### src/wdt_cfg.svh
`ifndef WDT_CFG_SVH
`define WDT_CFG_SVH
`define WDT_ADDR_COUNT 8'hFF
`define WDT_ADDR_PWRCTL 8'h87
`define WDT_BIT_LOAD_EN 4
`define WDT_BIT_PWR_DOWN 1
`define WDT_BIT_IDLE 0
`define WDT_OSC_DIV 4'hB
`define WDT_PRESCALE_MAX 11'h7FF
`define WDT_COUNT_RESET 8'h00
`define WDT_PWRCTL_RESET 8'h00
`define WDT_PULSE_MCYCLES 2'h3
`define WDT_PULSE_CLOCKS 6'h24
`define WDT_STEP_GAP 15'h5FFF
`endif

### src/wdt_pkg.sv
`default_nettype none
package wdt_pkg;
  typedef enum logic [1:0] {WDT_RUN, WDT_PULSE} wdt_state_t;
endpackage
`default_nettype wire

### src/wdt_top.sv
// Notes on behaviour
// - The watchdog is an 8-bit counter fed by an 11-bit prescaler at one twelfth of the clock.
// - The counter steps once per 12 times 2048 clock periods, one full prescaler wrap.
// - Counter overflow raises a short internal reset for the whole chip.
// - Overflow also drives a 3 machine cycle pulse out on the reset pin.
// - With the enable pin low the watchdog runs and software cannot stop it.
// - With the enable pin high the prescaler and counter still run, but overflow never resets.
// - A taken write to the counter clears load enable.
// - A counter write with load enable clear is ignored.
// - The counter counts up, so reload 00H is longest and 0FFH is shortest.
// - Prescaler and counter keep running in idle mode.
// - With the enable pin low, power control bit 1 cannot be set and stays 0.
// - The counter is a special function register at address 0FFH.
`timescale 1ns/100ps
`default_nettype none
`include "wdt_cfg.svh"
module wdt_top
  import wdt_pkg::*;
(
  input wire logic CLK_SYS,
  input wire logic RST,
  input wire logic WDT_ENABLE_N,
  input wire logic SFR_WR,
  input wire logic SFR_RD,
  input wire logic [7:0] SFR_ADDR,
  input wire logic [7:0] SFR_WDATA,
  output logic [7:0] SFR_RDATA,
  output logic IDLE_MODE,
  output logic POWER_DOWN,
  output logic RESET_INTERNAL,
  output logic RESET_PIN_O,
  output logic RESET_PIN_OE
);
  logic [3:0] osc_div_r;
  logic [10:0] prescale_r;
  logic [7:0] pwrctl_r;
  logic [7:0] rdata_r;
  logic [1:0] pulse_cnt_r;
  logic int_rst_r;
  wdt_state_t state_r;
  logic tick;
  logic step;
  logic wr_count;
  logic wr_pwr;
  logic load;
  logic wrap;
  logic [7:0] count;
  logic chip_rst;
  logic [5:0] pulse_len_r;
  logic [14:0] step_gap_r;

  assign chip_rst = RST || int_rst_r;
  assign tick = (osc_div_r == `WDT_OSC_DIV);
  assign step = tick && (prescale_r == `WDT_PRESCALE_MAX);
  assign wr_count = SFR_WR && (SFR_ADDR == `WDT_ADDR_COUNT);
  assign wr_pwr = SFR_WR && (SFR_ADDR == `WDT_ADDR_PWRCTL);
  assign load = wr_count && pwrctl_r[`WDT_BIT_LOAD_EN];

  // Divide by twelve, cleared by pin reset only to keep pin pulse exact
  always_ff @(posedge CLK_SYS or posedge RST) begin
    if (RST) begin
      osc_div_r <= 4'h0;
    end else begin
      osc_div_r <= tick ? 4'h0 : osc_div_r + 4'h1;
    end
  end

  // 11-bit prescaler; idle does not stop it
  always_ff @(posedge CLK_SYS or posedge chip_rst) begin
    if (chip_rst) begin
      prescale_r <= 11'h000;
    end else if (tick) begin
      prescale_r <= prescale_r + 11'h001;
    end
  end

  wdt_count_reg u_count (
    .clk(CLK_SYS),
    .rst(chip_rst),
    .load(load),
    .load_data(SFR_WDATA),
    .inc(step),
    .count(count),
    .wrap(wrap)
  );

  // Power control register
  always_ff @(posedge CLK_SYS or posedge chip_rst) begin
    if (chip_rst) begin
      pwrctl_r <= `WDT_PWRCTL_RESET;
    end else if (wr_pwr) begin
      pwrctl_r <= SFR_WDATA;
      if (!WDT_ENABLE_N) begin
        pwrctl_r[`WDT_BIT_PWR_DOWN] <= 1'b0;
      end
    end else if (load) begin
      pwrctl_r[`WDT_BIT_LOAD_EN] <= 1'b0;
    end
  end

  // Overflow: internal reset plus pin pulse of three machine cycles
  always_ff @(posedge CLK_SYS or posedge RST) begin
    if (RST) begin
      state_r <= WDT_RUN;
      pulse_cnt_r <= 2'h0;
      int_rst_r <= 1'b0;
    end else begin
      int_rst_r <= 1'b0;
      unique case (state_r)
        WDT_RUN: begin
          if (wrap && !WDT_ENABLE_N) begin
            state_r <= WDT_PULSE;
            pulse_cnt_r <= 2'h0;
            int_rst_r <= 1'b1;
          end
        end
        WDT_PULSE: begin
          if (tick) begin
            if (pulse_cnt_r == `WDT_PULSE_MCYCLES - 2'h1) begin
              state_r <= WDT_RUN;
            end else begin
              pulse_cnt_r <= pulse_cnt_r + 2'h1;
            end
          end
        end
      endcase
    end
  end

  always_ff @(posedge CLK_SYS or posedge RST) begin
    if (RST) begin
      rdata_r <= 8'h00;
    end else if (SFR_RD) begin
      unique case (SFR_ADDR)
        `WDT_ADDR_COUNT: rdata_r <= count;
        `WDT_ADDR_PWRCTL: rdata_r <= pwrctl_r;
        default: rdata_r <= 8'h00;
      endcase
    end
  end

  assign SFR_RDATA = rdata_r;
  assign IDLE_MODE = pwrctl_r[`WDT_BIT_IDLE];
  assign POWER_DOWN = pwrctl_r[`WDT_BIT_PWR_DOWN];
  assign RESET_INTERNAL = int_rst_r;
  assign RESET_PIN_O = (state_r == WDT_PULSE);
  assign RESET_PIN_OE = (state_r == WDT_PULSE);

  // Assertion helper: clocks spent driving the reset pin
  always_ff @(posedge CLK_SYS or posedge RST) begin
    if (RST) begin
      pulse_len_r <= 6'h00;
    end else if (RESET_PIN_OE) begin
      pulse_len_r <= pulse_len_r + 6'h01;
    end else begin
      pulse_len_r <= 6'h00;
    end
  end

  // Assertion helper: clocks since the last counter step
  always_ff @(posedge CLK_SYS or posedge RST) begin
    if (RST) begin
      step_gap_r <= 15'h0000;
    end else if (step) begin
      step_gap_r <= 15'h0000;
    end else begin
      step_gap_r <= step_gap_r + 15'h0001;
    end
  end

  a_no_reset_disabled: assert property (@(posedge CLK_SYS) disable iff (RST)
    WDT_ENABLE_N |=> !int_rst_r)
    else $error("reset while watchdog disabled");
  a_overflow_resets: assert property (@(posedge CLK_SYS) disable iff (RST)
    (wrap && !WDT_ENABLE_N && state_r == WDT_RUN) |=> int_rst_r)
    else $error("overflow gave no internal reset");
  a_pin_pulse_len: assert property (@(posedge CLK_SYS) disable iff (RST)
    $fell(RESET_PIN_OE) |-> pulse_len_r == `WDT_PULSE_CLOCKS)
    else $error("reset pin pulse length wrong");
  a_pin_pulse_max: assert property (@(posedge CLK_SYS) disable iff (RST)
    RESET_PIN_OE |-> pulse_len_r < `WDT_PULSE_CLOCKS)
    else $error("reset pin pulse too long");
  a_pulse_follows: assert property (@(posedge CLK_SYS) disable iff (RST)
    int_rst_r |-> RESET_PIN_OE)
    else $error("internal reset without pin pulse");
  a_pd_blocked: assert property (@(posedge CLK_SYS) disable iff (RST)
    !WDT_ENABLE_N && wr_pwr |=> !POWER_DOWN)
    else $error("power down set with watchdog on");
  a_load_clears_en: assert property (@(posedge CLK_SYS) disable iff (chip_rst)
    load && !wr_pwr |=> !pwrctl_r[`WDT_BIT_LOAD_EN])
    else $error("load enable not cleared");
  a_ignored_write: assert property (@(posedge CLK_SYS) disable iff (chip_rst)
    wr_count && !pwrctl_r[`WDT_BIT_LOAD_EN] && !step |=> count == $past(count))
    else $error("counter changed without load enable");
  a_loaded_value: assert property (@(posedge CLK_SYS) disable iff (chip_rst)
    load |=> count == $past(SFR_WDATA))
    else $error("counter load wrong");
  a_step_only_wrap: assert property (@(posedge CLK_SYS) disable iff (chip_rst)
    !step && !load |=> count == $past(count))
    else $error("counter moved without prescaler wrap");
  a_step_period: assert property (@(posedge CLK_SYS) disable iff (RST)
    step == (step_gap_r == `WDT_STEP_GAP))
    else $error("counter step spacing wrong");
  a_int_reset_clears: assert property (@(posedge CLK_SYS) disable iff (RST)
    int_rst_r |-> count == `WDT_COUNT_RESET && pwrctl_r == `WDT_PWRCTL_RESET)
    else $error("internal reset left state behind");
  a_prescale_runs: assert property (@(posedge CLK_SYS) disable iff (chip_rst)
    tick |=> prescale_r == $past(prescale_r) + 11'h001)
    else $error("prescaler did not advance");
  a_read_count: assert property (@(posedge CLK_SYS) disable iff (RST)
    SFR_RD && SFR_ADDR == `WDT_ADDR_COUNT |=> SFR_RDATA == $past(count))
    else $error("counter read wrong");
  a_disabled_no_pin: assert property (@(posedge CLK_SYS) disable iff (RST)
    WDT_ENABLE_N && state_r == WDT_RUN |=> !RESET_PIN_OE)
    else $error("pin pulse while watchdog disabled");
  a_pd_stays_low: assert property (@(posedge CLK_SYS) disable iff (RST)
    !WDT_ENABLE_N && !POWER_DOWN |=> !POWER_DOWN)
    else $error("power down rose with watchdog on");
  a_pd_allowed_off: assert property (@(posedge CLK_SYS) disable iff (chip_rst)
    WDT_ENABLE_N && wr_pwr |=> POWER_DOWN == $past(SFR_WDATA[`WDT_BIT_PWR_DOWN]))
    else $error("power down write lost with watchdog off");
endmodule
`default_nettype wire

### src/wdt_count_reg.sv
`timescale 1ns/100ps
`default_nettype none
`include "wdt_cfg.svh"
module wdt_count_reg
  import wdt_pkg::*;
(
  input wire logic clk,
  input wire logic rst,
  input wire logic load,
  input wire logic [7:0] load_data,
  input wire logic inc,
  output logic [7:0] count,
  output logic wrap
);
  logic [7:0] count_r;
  always_ff @(posedge clk or posedge rst) begin
    if (rst) begin
      count_r <= `WDT_COUNT_RESET;
    end else if (load) begin
      count_r <= load_data;
    end else if (inc) begin
      count_r <= count_r + 8'h01;
    end
  end
  assign count = count_r;
  assign wrap = inc && !load && (count_r == 8'hFF);
endmodule
`default_nettype wire

### config.mk
export PLATFORM = sky130hd
export DESIGN_NAME = wdt_top
export DESIGN_NICKNAME = d
export VERILOG_FILES = /design/src/wdt_pkg.sv /design/src/wdt_top.sv /design/src/wdt_count_reg.sv
export VERILOG_INCLUDE_DIRS = /design/src
export SDC_FILE = /design/constraint.sdc
export NUM_CORES = 1
export LEC_CHECK = 0
export ABC_CLOCK_PERIOD_IN_PS = 1870
export BUFFER_PORTS_ARGS = -buffer_cell sky130_fd_sc_hd__buf_2
export CORE_ASPECT_RATIO = 2
export CORE_UTILIZATION = 50
export DETAILED_ROUTE_END_ITERATION = 7
export GPL_ROUTABILITY_DRIVEN = 0
export PLACE_DENSITY_LB_ADDON = 0.12
export REMOVE_ABC_BUFFERS = 1
export SYNTH_ARGS = -nofsm -noshare
export SYNTH_HDL_FRONTEND = slang
export SYNTH_SLANG_ARGS = --single-unit
### constraint.sdc
create_clock -name CLK_SYS -period 1.87 [get_ports CLK_SYS]
set_input_delay 0.187 -clock CLK_SYS [delete_from_list [all_inputs] [get_ports CLK_SYS]]
set_output_delay 0.187 -clock CLK_SYS [all_outputs]
set_load 0.02 [all_outputs]
# After elaboration in Yosys (flattened, before gate mapping)
# Index checks and enable logic that the tools add are counted.
# Widths: inputs -> output; s select.
# word_totals
output_inout_bits	13
input_bits	21
elab_cells	56
regBits	44
# op_classes
eq_ne	11
n_addsub	4
reduce_logical	15
n_mux	17
# op_table
cell	count
$eq 8x8->1 const B	3
$mux 8	2
$pmux 8 s2	1
$mux 2	6
$add 11x1->11 const B	1
$eq 11x11->1 const B	1
$add 8x1->8 const B	1
$pmux 2 s2	2
$logic_and 1x1->1	7
$reduce_and 3->1	2
$mux 1	5
$add 4x1->4 const B	1
$eq 4x4->1 const B	1
$mux 4	1
$ne 2x1->1 const B	2
$ne 2x2->1 const B	2
$reduce_bool 2->1	2
$add 2x1->2 const B	1
$eq 2x1->1 const B	1
$eq 2x2->1 const B	1
$logic_not 1->1	2
$logic_not 2->1	1
$logic_or 1x1->1	1

# Depth between registers and ports, before layout
# Gate-level depths: netlist (run 1).
# depth
ltp_word	9
mapped_depth	6
mapped_depth_nobuf	6

# Hierarchy
# From an unflattened synthesis (run 1), not the netlist that was laid out.
# unflattened
hier_cells	186
hier_area_um2	2028.2
# modules_own_cells
mod	instances	seq_area_each_um2	cells_per_inst	area_each_um2
wdt_top	1	875.8	139	1605.3
wdt_count_reg	1	200.2	47	422.9

# Worst setup path before layout (run 1)
# OpenSTA, ideal clock, no wires.
# synth_timing
kind	reg-to-reg
startpoint	register osc_div_r[0]
endpoint	register u_count.count_r[5] (netlist: u_count.count[5])
required_ns	1.792
path_buffers	0
setup_slack_ns	0.226
stages_incl_launch_ff	7
setup_ns	0.078
t_arrival_ns	1.567
synth_period_minus_slack_ns	1.644
cell_sequence	dfrtp_1 > ha_1 > nand3b_4 > nor4_4 > nand4_1 > xor2_1 > a21oi_1
# synth_via
elab_chain_cells	3
# synth_lines
item	line	rtl
from (decl)	wdt_top.sv:34	logic [3:0] osc_div_r;
from (signal assigned)	wdt_top.sv:64	osc_div_r <= tick ? 4'h0 : osc_div_r + 4'h1;
$eq 4x4->1 (no source line)	-	
$logic_and 1x1->1	wdt_top.sv:54	assign step = tick && (prescale_r == `WDT_PRESCALE_MAX);
$reduce_bool 2->1 (no source line)	-	
to (signal assigned)	wdt_count_reg.sv:18	count_r <= `WDT_COUNT_RESET;
to (signal assigned)	wdt_count_reg.sv:20	count_r <= load_data;
to (signal assigned)	wdt_count_reg.sv:22	count_r <= count_r + 8'h01;
to (decl)	wdt_count_reg.sv:15	logic [7:0] count_r;
# No other way between the ends.
# A chain may end at the register's enable or synchronous reset.

# Worst setup path in the final report (run 1)
# layout_timing
startpoint	register prescale_r[0]
endpoint	register u_count.count_r[5] (netlist: u_count.count[5])
# layout_via
elab_chain_cells	3
# layout_lines
item	line	rtl
from (decl)	wdt_top.sv:35	logic [10:0] prescale_r;
from (signal assigned)	wdt_top.sv:73	prescale_r <= prescale_r + 11'h001;
$eq 11x11->1 (no source line)	-	
$logic_and 1x1->1	wdt_top.sv:54	
$reduce_bool 2->1 (no source line)	-	
# No other way between the ends.

==> results of run 1 <==
==> area by class of cell <==
type	count	area, um2	area share, %
multi-input cells	139	952	39.3
clock buffers	8	100	4.14
well taps	51	63.8	2.64
inverters	4	15.0	0.620
repair buffers	39	213	8.79
flip-flops and latches	43	1080	44.5
==> layout by cell type, fill, tap and decap left out, types with 3 or more instances in the layout <==
master | Yosys | routed
and3_1 | 3 | 3
a22oi_1 | 8 | 8
nand4_1 | 6 | 6
xnor2_1 | 9 | 9
buf_2 | 1 | 33
mux2_4 | 6 | 6
nand3_1 | 9 | 8
buf_4 | 1 | 5
xor2_1 | 9 | 9
nand2_1 | 18 | 18
o21ai_0 | 5 | 5
clkbuf_8 | 0 | 7
nor2_1 | 26 | 25
dfrtp_1 | 43 | 43
inv_1 | 4 | 4
ha_1 | 4 | 3
a21oi_1 | 16 | 16
==> worst reg2reg max path: stages, from the launching register on <==
cell and delay, ns:
dfrtp_1 0.40, ha_1 0.20, nand3_2 0.14, nor4_4 0.40, nand4_1 0.18, xor2_1 0.19
a21oi_1 0.08
==> stage by stage <==
stage               setup TNS [ns]  hold slack [ns]  setup slack, ns  area [um2]
floorplan                    -1.61            0.101          -0.0596        2020
global placement                 0            0.312            0.103        2290
detailed placement               0            0.321           0.0575        2290
CTS                              0            0.138           0.0308        2400
global route                     0            0.143          0.00822        2420
finish                           0            0.144            0.156        2420
==> how the worst max path moves through the flow <==
stage	startpoint	endpoint	slack (ns)
after CTS	osc_div_r[0]	u_count.count[6]	0.03
after floorplan	RESET_INTERNAL	prescale_r[0]	-0.06
after global routing	osc_div_r[0]	prescale_r[9]	0.008
final	prescale_r[0]	u_count.count[5]	0.16
after detailed placement	osc_div_r[0]	u_count.count[6]	0.06
after global placement	osc_div_r[0]	pulse_cnt_r[0]	0.10
==> layer usage <==
metal  wire [um]  vias to the layer above  track usage (%)
met3          96                       10             3.51
met2        2580                       28             43.8
met4         111                        0             9.76
li1            -                      746                -
met1        1600                      775             25.0
met5           0                        -                0
==> power groups by stage <==
stage                     Clock [mW]  Sequential (mW)  Combinational [mW]
after global routing           0.687            0.965               0.131
after global placement             0            0.978               0.114
after detailed placement           0            0.980               0.117
after floorplan                    0            0.995              0.0421
final                          0.632            0.962               0.116
after CTS                      0.650            0.961               0.119
==> Yosys cell counts, drive strengths merged <==
master	n
and4	2
xor2	9
o21ai	5
and3	3
ha	4
dfrtp	43
o31ai	1
nand2b	1
nor2b	1
mux2	7
buf	3
and2	2
a21oi	16
a22oi	8
a21o	1
clkbuf	1
nand4	6
nand2	19
nor3	1
inv	4
nor4	2
nand3	10
nand3b	1
nor2	27
mux2i	1
or2	1
or4	1
or2b	1
xnor2	9
==> state kept, by name, indices dropped and copies added, names as in the netlist <==
name	count
prescale_r	11
RESET_INTERNAL	1
pulse_cnt_r	2
u_count.count	8
osc_div_r	4
pwrctl_r	8
SFR_RDATA	8
state_r	1
==> logic make-up (layout without fill, tap and decap cells) <==
logic type                 after synthesis  after routing  share of synthesized area [%]
adders and majority gates                4              4                           2.45
xor gates and xnor gates                18             18                           7.71
buffers and inverters                    8             51                           1.71
muxes                                    8              8                           5.45
and+or+nand+nor                         78             78                           21.2
DFF                                     43             43                           52.6
AOI/OAI and AO/OA                       31             31                           8.81
==> timing repair <==
action                                  4_1_cts  5_1_grt
setup buffers                                 0        1
hold buffers                                  1        0
gates resized for setup                       0        3
hold endpoints to repair                      1        0
endpoints found under the setup margin        0        9
==> flow_summary.yaml, run 1 <==
status:
  status: "finished clean"
critical_path:
  crit_cells: 6
  critPathMaxFanout: 5
  crit_type: "register to register"
  cp_top_family: "simple AND/OR/NAND/NOR gates"
  crit_buf_inv: 0
  cp_slowest_stage_delay_ns: 0.40
  cp-end-kind: "register"
  path_cells: "ha_1, nand3_2, nor4_4, nand4_1, xor2_1, a21oi_1"
  worstPathRequired_ns: 2.03
  start_kind: "register"
  r2r_setup_slack_ns: 0.16
  cp_slowest_cell: "dfrtp_1"
  reg2reg_from: "prescale_r[0]"
  worst_r2r_endpoint: "u_count.count[5]"
  arrival_ns: 1.88
  reg2regPathDepth: 6
pwr:
  switchingPower_mw: 0.378
  totalPowerFinal_mw: 1.71
  p_leak_nw: 1.21
  intPower_mw: 1.33
  power.density_nw_per_um2: 707
  swShare_pct: 22.1
  pwr-share-clk_pct: 37.0
  p_comb_share_pct: 6.8
  peakVddDrop_mv: 0.790
  power.sequential.fraction_pct: 56.2
final_layout:
  diodes: 0
  final_core_util_pct: 62.3
  drive_gt1_share_pct: 27.0
  final_nets: 257
  stdcell_count: 284
  nFillCells: 358
  area_delta_synth_final_pct: 18.4
timing:
  relSlewSlack_pct: 57.3
  timing.fmax_mhz: 583
  finClkSkew_ns: 0.00463
  period_minus_slack_ns: 1.71
  tightest_slew_ns: 0.640
  setup_violations: 0
  rsz0062_at_grt: "no"
  finalHoldViolations: 0
  timing.final.crit_share_pct: 91.7
  drv_slew: 0
grt:
  grt_max_degree: 28
  antenna_found_initial: 0
  first_global_vias: 1675
  gr-usage-all-layers_pct: 23.9
  grt_overflow: 0
  grt_pass1_wl_um: 7470
synthesis:
  yosys-top-cells-area: "dfrtp_1 53%, nor2_1 4.8%, mux2_4 4.4%, a21oi_1 3.9%, xnor2_1 3.9%"
  synth_top_area_share_pct: 52.6
  ys_ff_latch: 43
  yosysWarnings: 0
  yosysSeqAreaShare_pct: 52.6
  netlist_area_um2: 2040
  ys_types: 36
  syn-mean-instance-area_um2: 10.8
  syn_inst: 190
  synth_top_cell_by_area: "dfrtp_1"
clock_network:
  cts_root_buf: "clkbuf_8"
  tritoncts: "built"
  path_clk_slew_ns: 0.08
  cts_buffer_depth: 2
  cts_made_buffers: 5
  htree_num_levels: 2
  clkSinkCount: 43
  insertion_delay_ns: 0.29
routing:
  drc: 0
  ant_nets: 0
  vias: 1559
  first_pass_iters: 4
  wl_per_cell_um: 15.5
  via_per_inst: 5.49
  wl_um: 4390
  drt_iter0_markers: 30
floorplan:
  start_util_pct: 52.6
  ios: 34
  fp.coreArea_um2: 3880
  floorplan.die_area_um2: 4360
  fp.dieW_um: 47.2
  fp-row-count: 32
  die_h_um: 92.4
hold_path:
  min_from: "SFR_WDATA[0]"
  hp-class: "input port to register"
  holdPathEnd: "pwrctl_r[0]"
  worstHoldPathCells: 2
run:
  cap_violations: 0
placed_design:
  dp_cells: 274
  hpwl_um: 3350
  io_buffers: 33
No activity file was read; power rests on OpenSTA's default activity.
==> run 2, diff against run 1 <==
--- a/config.mk
+++ b/config.mk
@@ -8,8 +8,10 @@
 export LEC_CHECK = 0
 export ABC_CLOCK_PERIOD_IN_PS = 1870
 export BUFFER_PORTS_ARGS = -buffer_cell sky130_fd_sc_hd__buf_2
+export CELL_PAD_IN_SITES_DETAIL_PLACEMENT = 1
+export CELL_PAD_IN_SITES_GLOBAL_PLACEMENT = 2
 export CORE_ASPECT_RATIO = 2
-export CORE_UTILIZATION = 50
+export CORE_UTILIZATION = 32
 export DETAILED_ROUTE_END_ITERATION = 7
 export GPL_ROUTABILITY_DRIVEN = 0
 export PLACE_DENSITY_LB_ADDON = 0.12
==> constraint.sdc (replaced) <==
create_clock -name CLK_SYS -period 1.87 [get_ports CLK_SYS]
set_input_delay 0.0935 -clock CLK_SYS [delete_from_list [all_inputs] [get_ports CLK_SYS]]
set_output_delay 0.0935 -clock CLK_SYS [all_outputs]
set_load 0.02 [all_outputs]
==> flow_summary.yaml, run 2 (synthesized netlist as in run 1, its figures left out) <==
floorplan:
  floorplan.die_area_um2: 6730
  start_util_pct: 33.5
  ios: 34
  fp.dieW_um: 58.5
  die_h_um: 115
  fp.coreArea_um2: 6110
  fp-row-count: 40
pwr:
  intPower_mw: 1.76
  p_comb_share_pct: 5.4
  peakVddDrop_mv: 0.676
  switchingPower_mw: 0.439
  p_leak_nw: 1.25
  power.sequential.fraction_pct: 43.8
  pwr-share-clk_pct: 50.8
  swShare_pct: 20.0
  power.density_nw_per_um2: 862
clock_network:
  cts_buffer_depth: 2
  htree_num_levels: 2
  cts_root_buf: "clkbuf_16"
  clkSinkCount: 43
  insertion_delay_ns: 0.29
  cts_made_buffers: 5
  path_clk_slew_ns: 0.06
  tritoncts: "built"
routing:
  first_pass_iters: 6
  via_per_inst: 4.89
  ant_nets: 0
  drc: 0
  vias: 1555
  drt_iter0_markers: 44
  wl_um: 5090
  wl_per_cell_um: 16.0
timing:
  finClkSkew_ns: 0.00938
  relSlewSlack_pct: 53.8
  timing.final.crit_share_pct: 91.8
  period_minus_slack_ns: 1.72
  timing.fmax_mhz: 582
  tightest_slew_ns: 0.692
  finalHoldViolations: 0
  rsz0062_at_grt: "no"
  drv_slew: 0
  hold_ws_ns: 0.0510
  setup_violations: 0
critical_path:
  critPathMaxFanout: 9
  worstPathRequired_ns: 2.03
  crit_type: "register to register"
  cp_slowest_cell: "dfrtp_1"
  cp-end-kind: "register"
  arrival_ns: 1.87
  cp_top_family: "simple AND/OR/NAND/NOR gates"
  start_kind: "register"
  cp_slowest_stage_delay_ns: 0.41
  crit_buf_inv: 1
  path_cells: "ha_4, nand3b_4, nor4_2, buf_4, and3_1, o21ai_0"
final_layout:
  stdcell_count: 318
  largest_reg_flops: 11
  final_common_cell: "dfrtp_1"
  area_delta_synth_final_pct: 24.9
  largest-register: "prescale_r"
  final_cell_mix: "43 x dfrtp_1, 33 x buf_2, 25 x nor2_1"
  final_nets: 258
  drive_gt1_share_pct: 26.9
  diodes: 0
placed_design:
  hpwl_um: 3920
  dp_cells: 307
  io_buffers: 33
hold_path:
  hp-class: "input port to register"
grt:
  antenna_found_initial: 0
  first_global_vias: 1649
  grt_overflow: 0
  gr-usage-all-layers_pct: 16.9
  grt_pass1_wl_um: 8320
  grt_max_degree: 28
status:
  status: "finished clean"
run:
  cap_violations: 0
-- run 2: cell types whose count changed in the layout (fill, tap and decap cells not counted) --
cell       change
bufinv_16      +2
ha_2           -1
clkbuf_8       -7
buf_4          +1
nand3_1        +1
nor4_2         +1
clkbuf_16      +5
ha_4           +1
nand3_2        -1
nor4_4         -1
-- run 2: path summary, 6_finish.rpt --
kind	startpoint	endpoint	slack, ns	depth (start not counted)
worst min-delay path	SFR_WDATA[4]	pwrctl_r[4]	0.05	3
worst max register to register	osc_div_r[0]	pulse_cnt_r[1]	0.15	6
min in group asynchronous	RESET_INTERNAL	prescale_r[5]	0.41	2
worst max-delay path	osc_div_r[0]	pulse_cnt_r[1]	0.15	6
max in group asynchronous	RST	state_r[0]	0.94	3
worst min register to register	RESET_INTERNAL	prescale_r[5]	0.41	2
-- run 2: area by class of cell --
type,count,area [um2]
fill,711,3550
sequential,43,1080
multi-input combinational,139,948
timing repair buffer,40,220
clock buffer,6,129
tap,84,105
clock inverter,2,60.1
inverter,4,15.0
-- run 2: worst min-delay path, cell delays in order --
cell and delay [ns]:
buf_2 0.09, nand3_1 0.07, nand2_1 0.06
-- run 2: repair_timing --
action	4_1_cts	5_1_grt
hold buffers	1	0
pin swaps	1	1
setup endpoints to repair	2	10
endpoints found under the hold margin	43	0
resized for setup	0	2
buffers inserted	0	2
-- run 2: routing by layer --
| layer | part of all wire, % | global-route usage [%] |
|---|---|---|
| met4 | 1.2 | 5.71 |
| met1 | 37 | 17.3 |
| met2 | 59 | 32.6 |
| met5 | 0 | 0 |
| met3 | 2.5 | 3.49 |
-- run 2: stage by stage --
step           power (mW)  utilization (%)  cell area, um2  setup WS (ns)  setup TNS [ns]
2_1_floorplan        1.04                -            2020        -0.0596           -1.61
3_3_place_gp         1.10             38.1            2330         0.0679               0
3_5_place_dp         1.10             38.1            2330        -0.0225         -0.0557
4_1_cts              2.24             41.4            2530         0.0368               0
5_1_grt              2.28             41.8            2550        0.00352               0
6_report             2.20             41.8            2550          0.152               0
-- run 2: power by group through the flow --
stage | Sequential, mW | Clock [mW] | Combinational [mW]
2_1_floorplan | 0.995 | 0 | 0.0421
3_5_place_dp | 0.980 | 0 | 0.123
6_report | 0.963 | 1.12 | 0.120
5_1_grt | 0.965 | 1.18 | 0.135
3_3_place_gp | 0.979 | 0 | 0.119
4_1_cts | 0.963 | 1.15 | 0.125
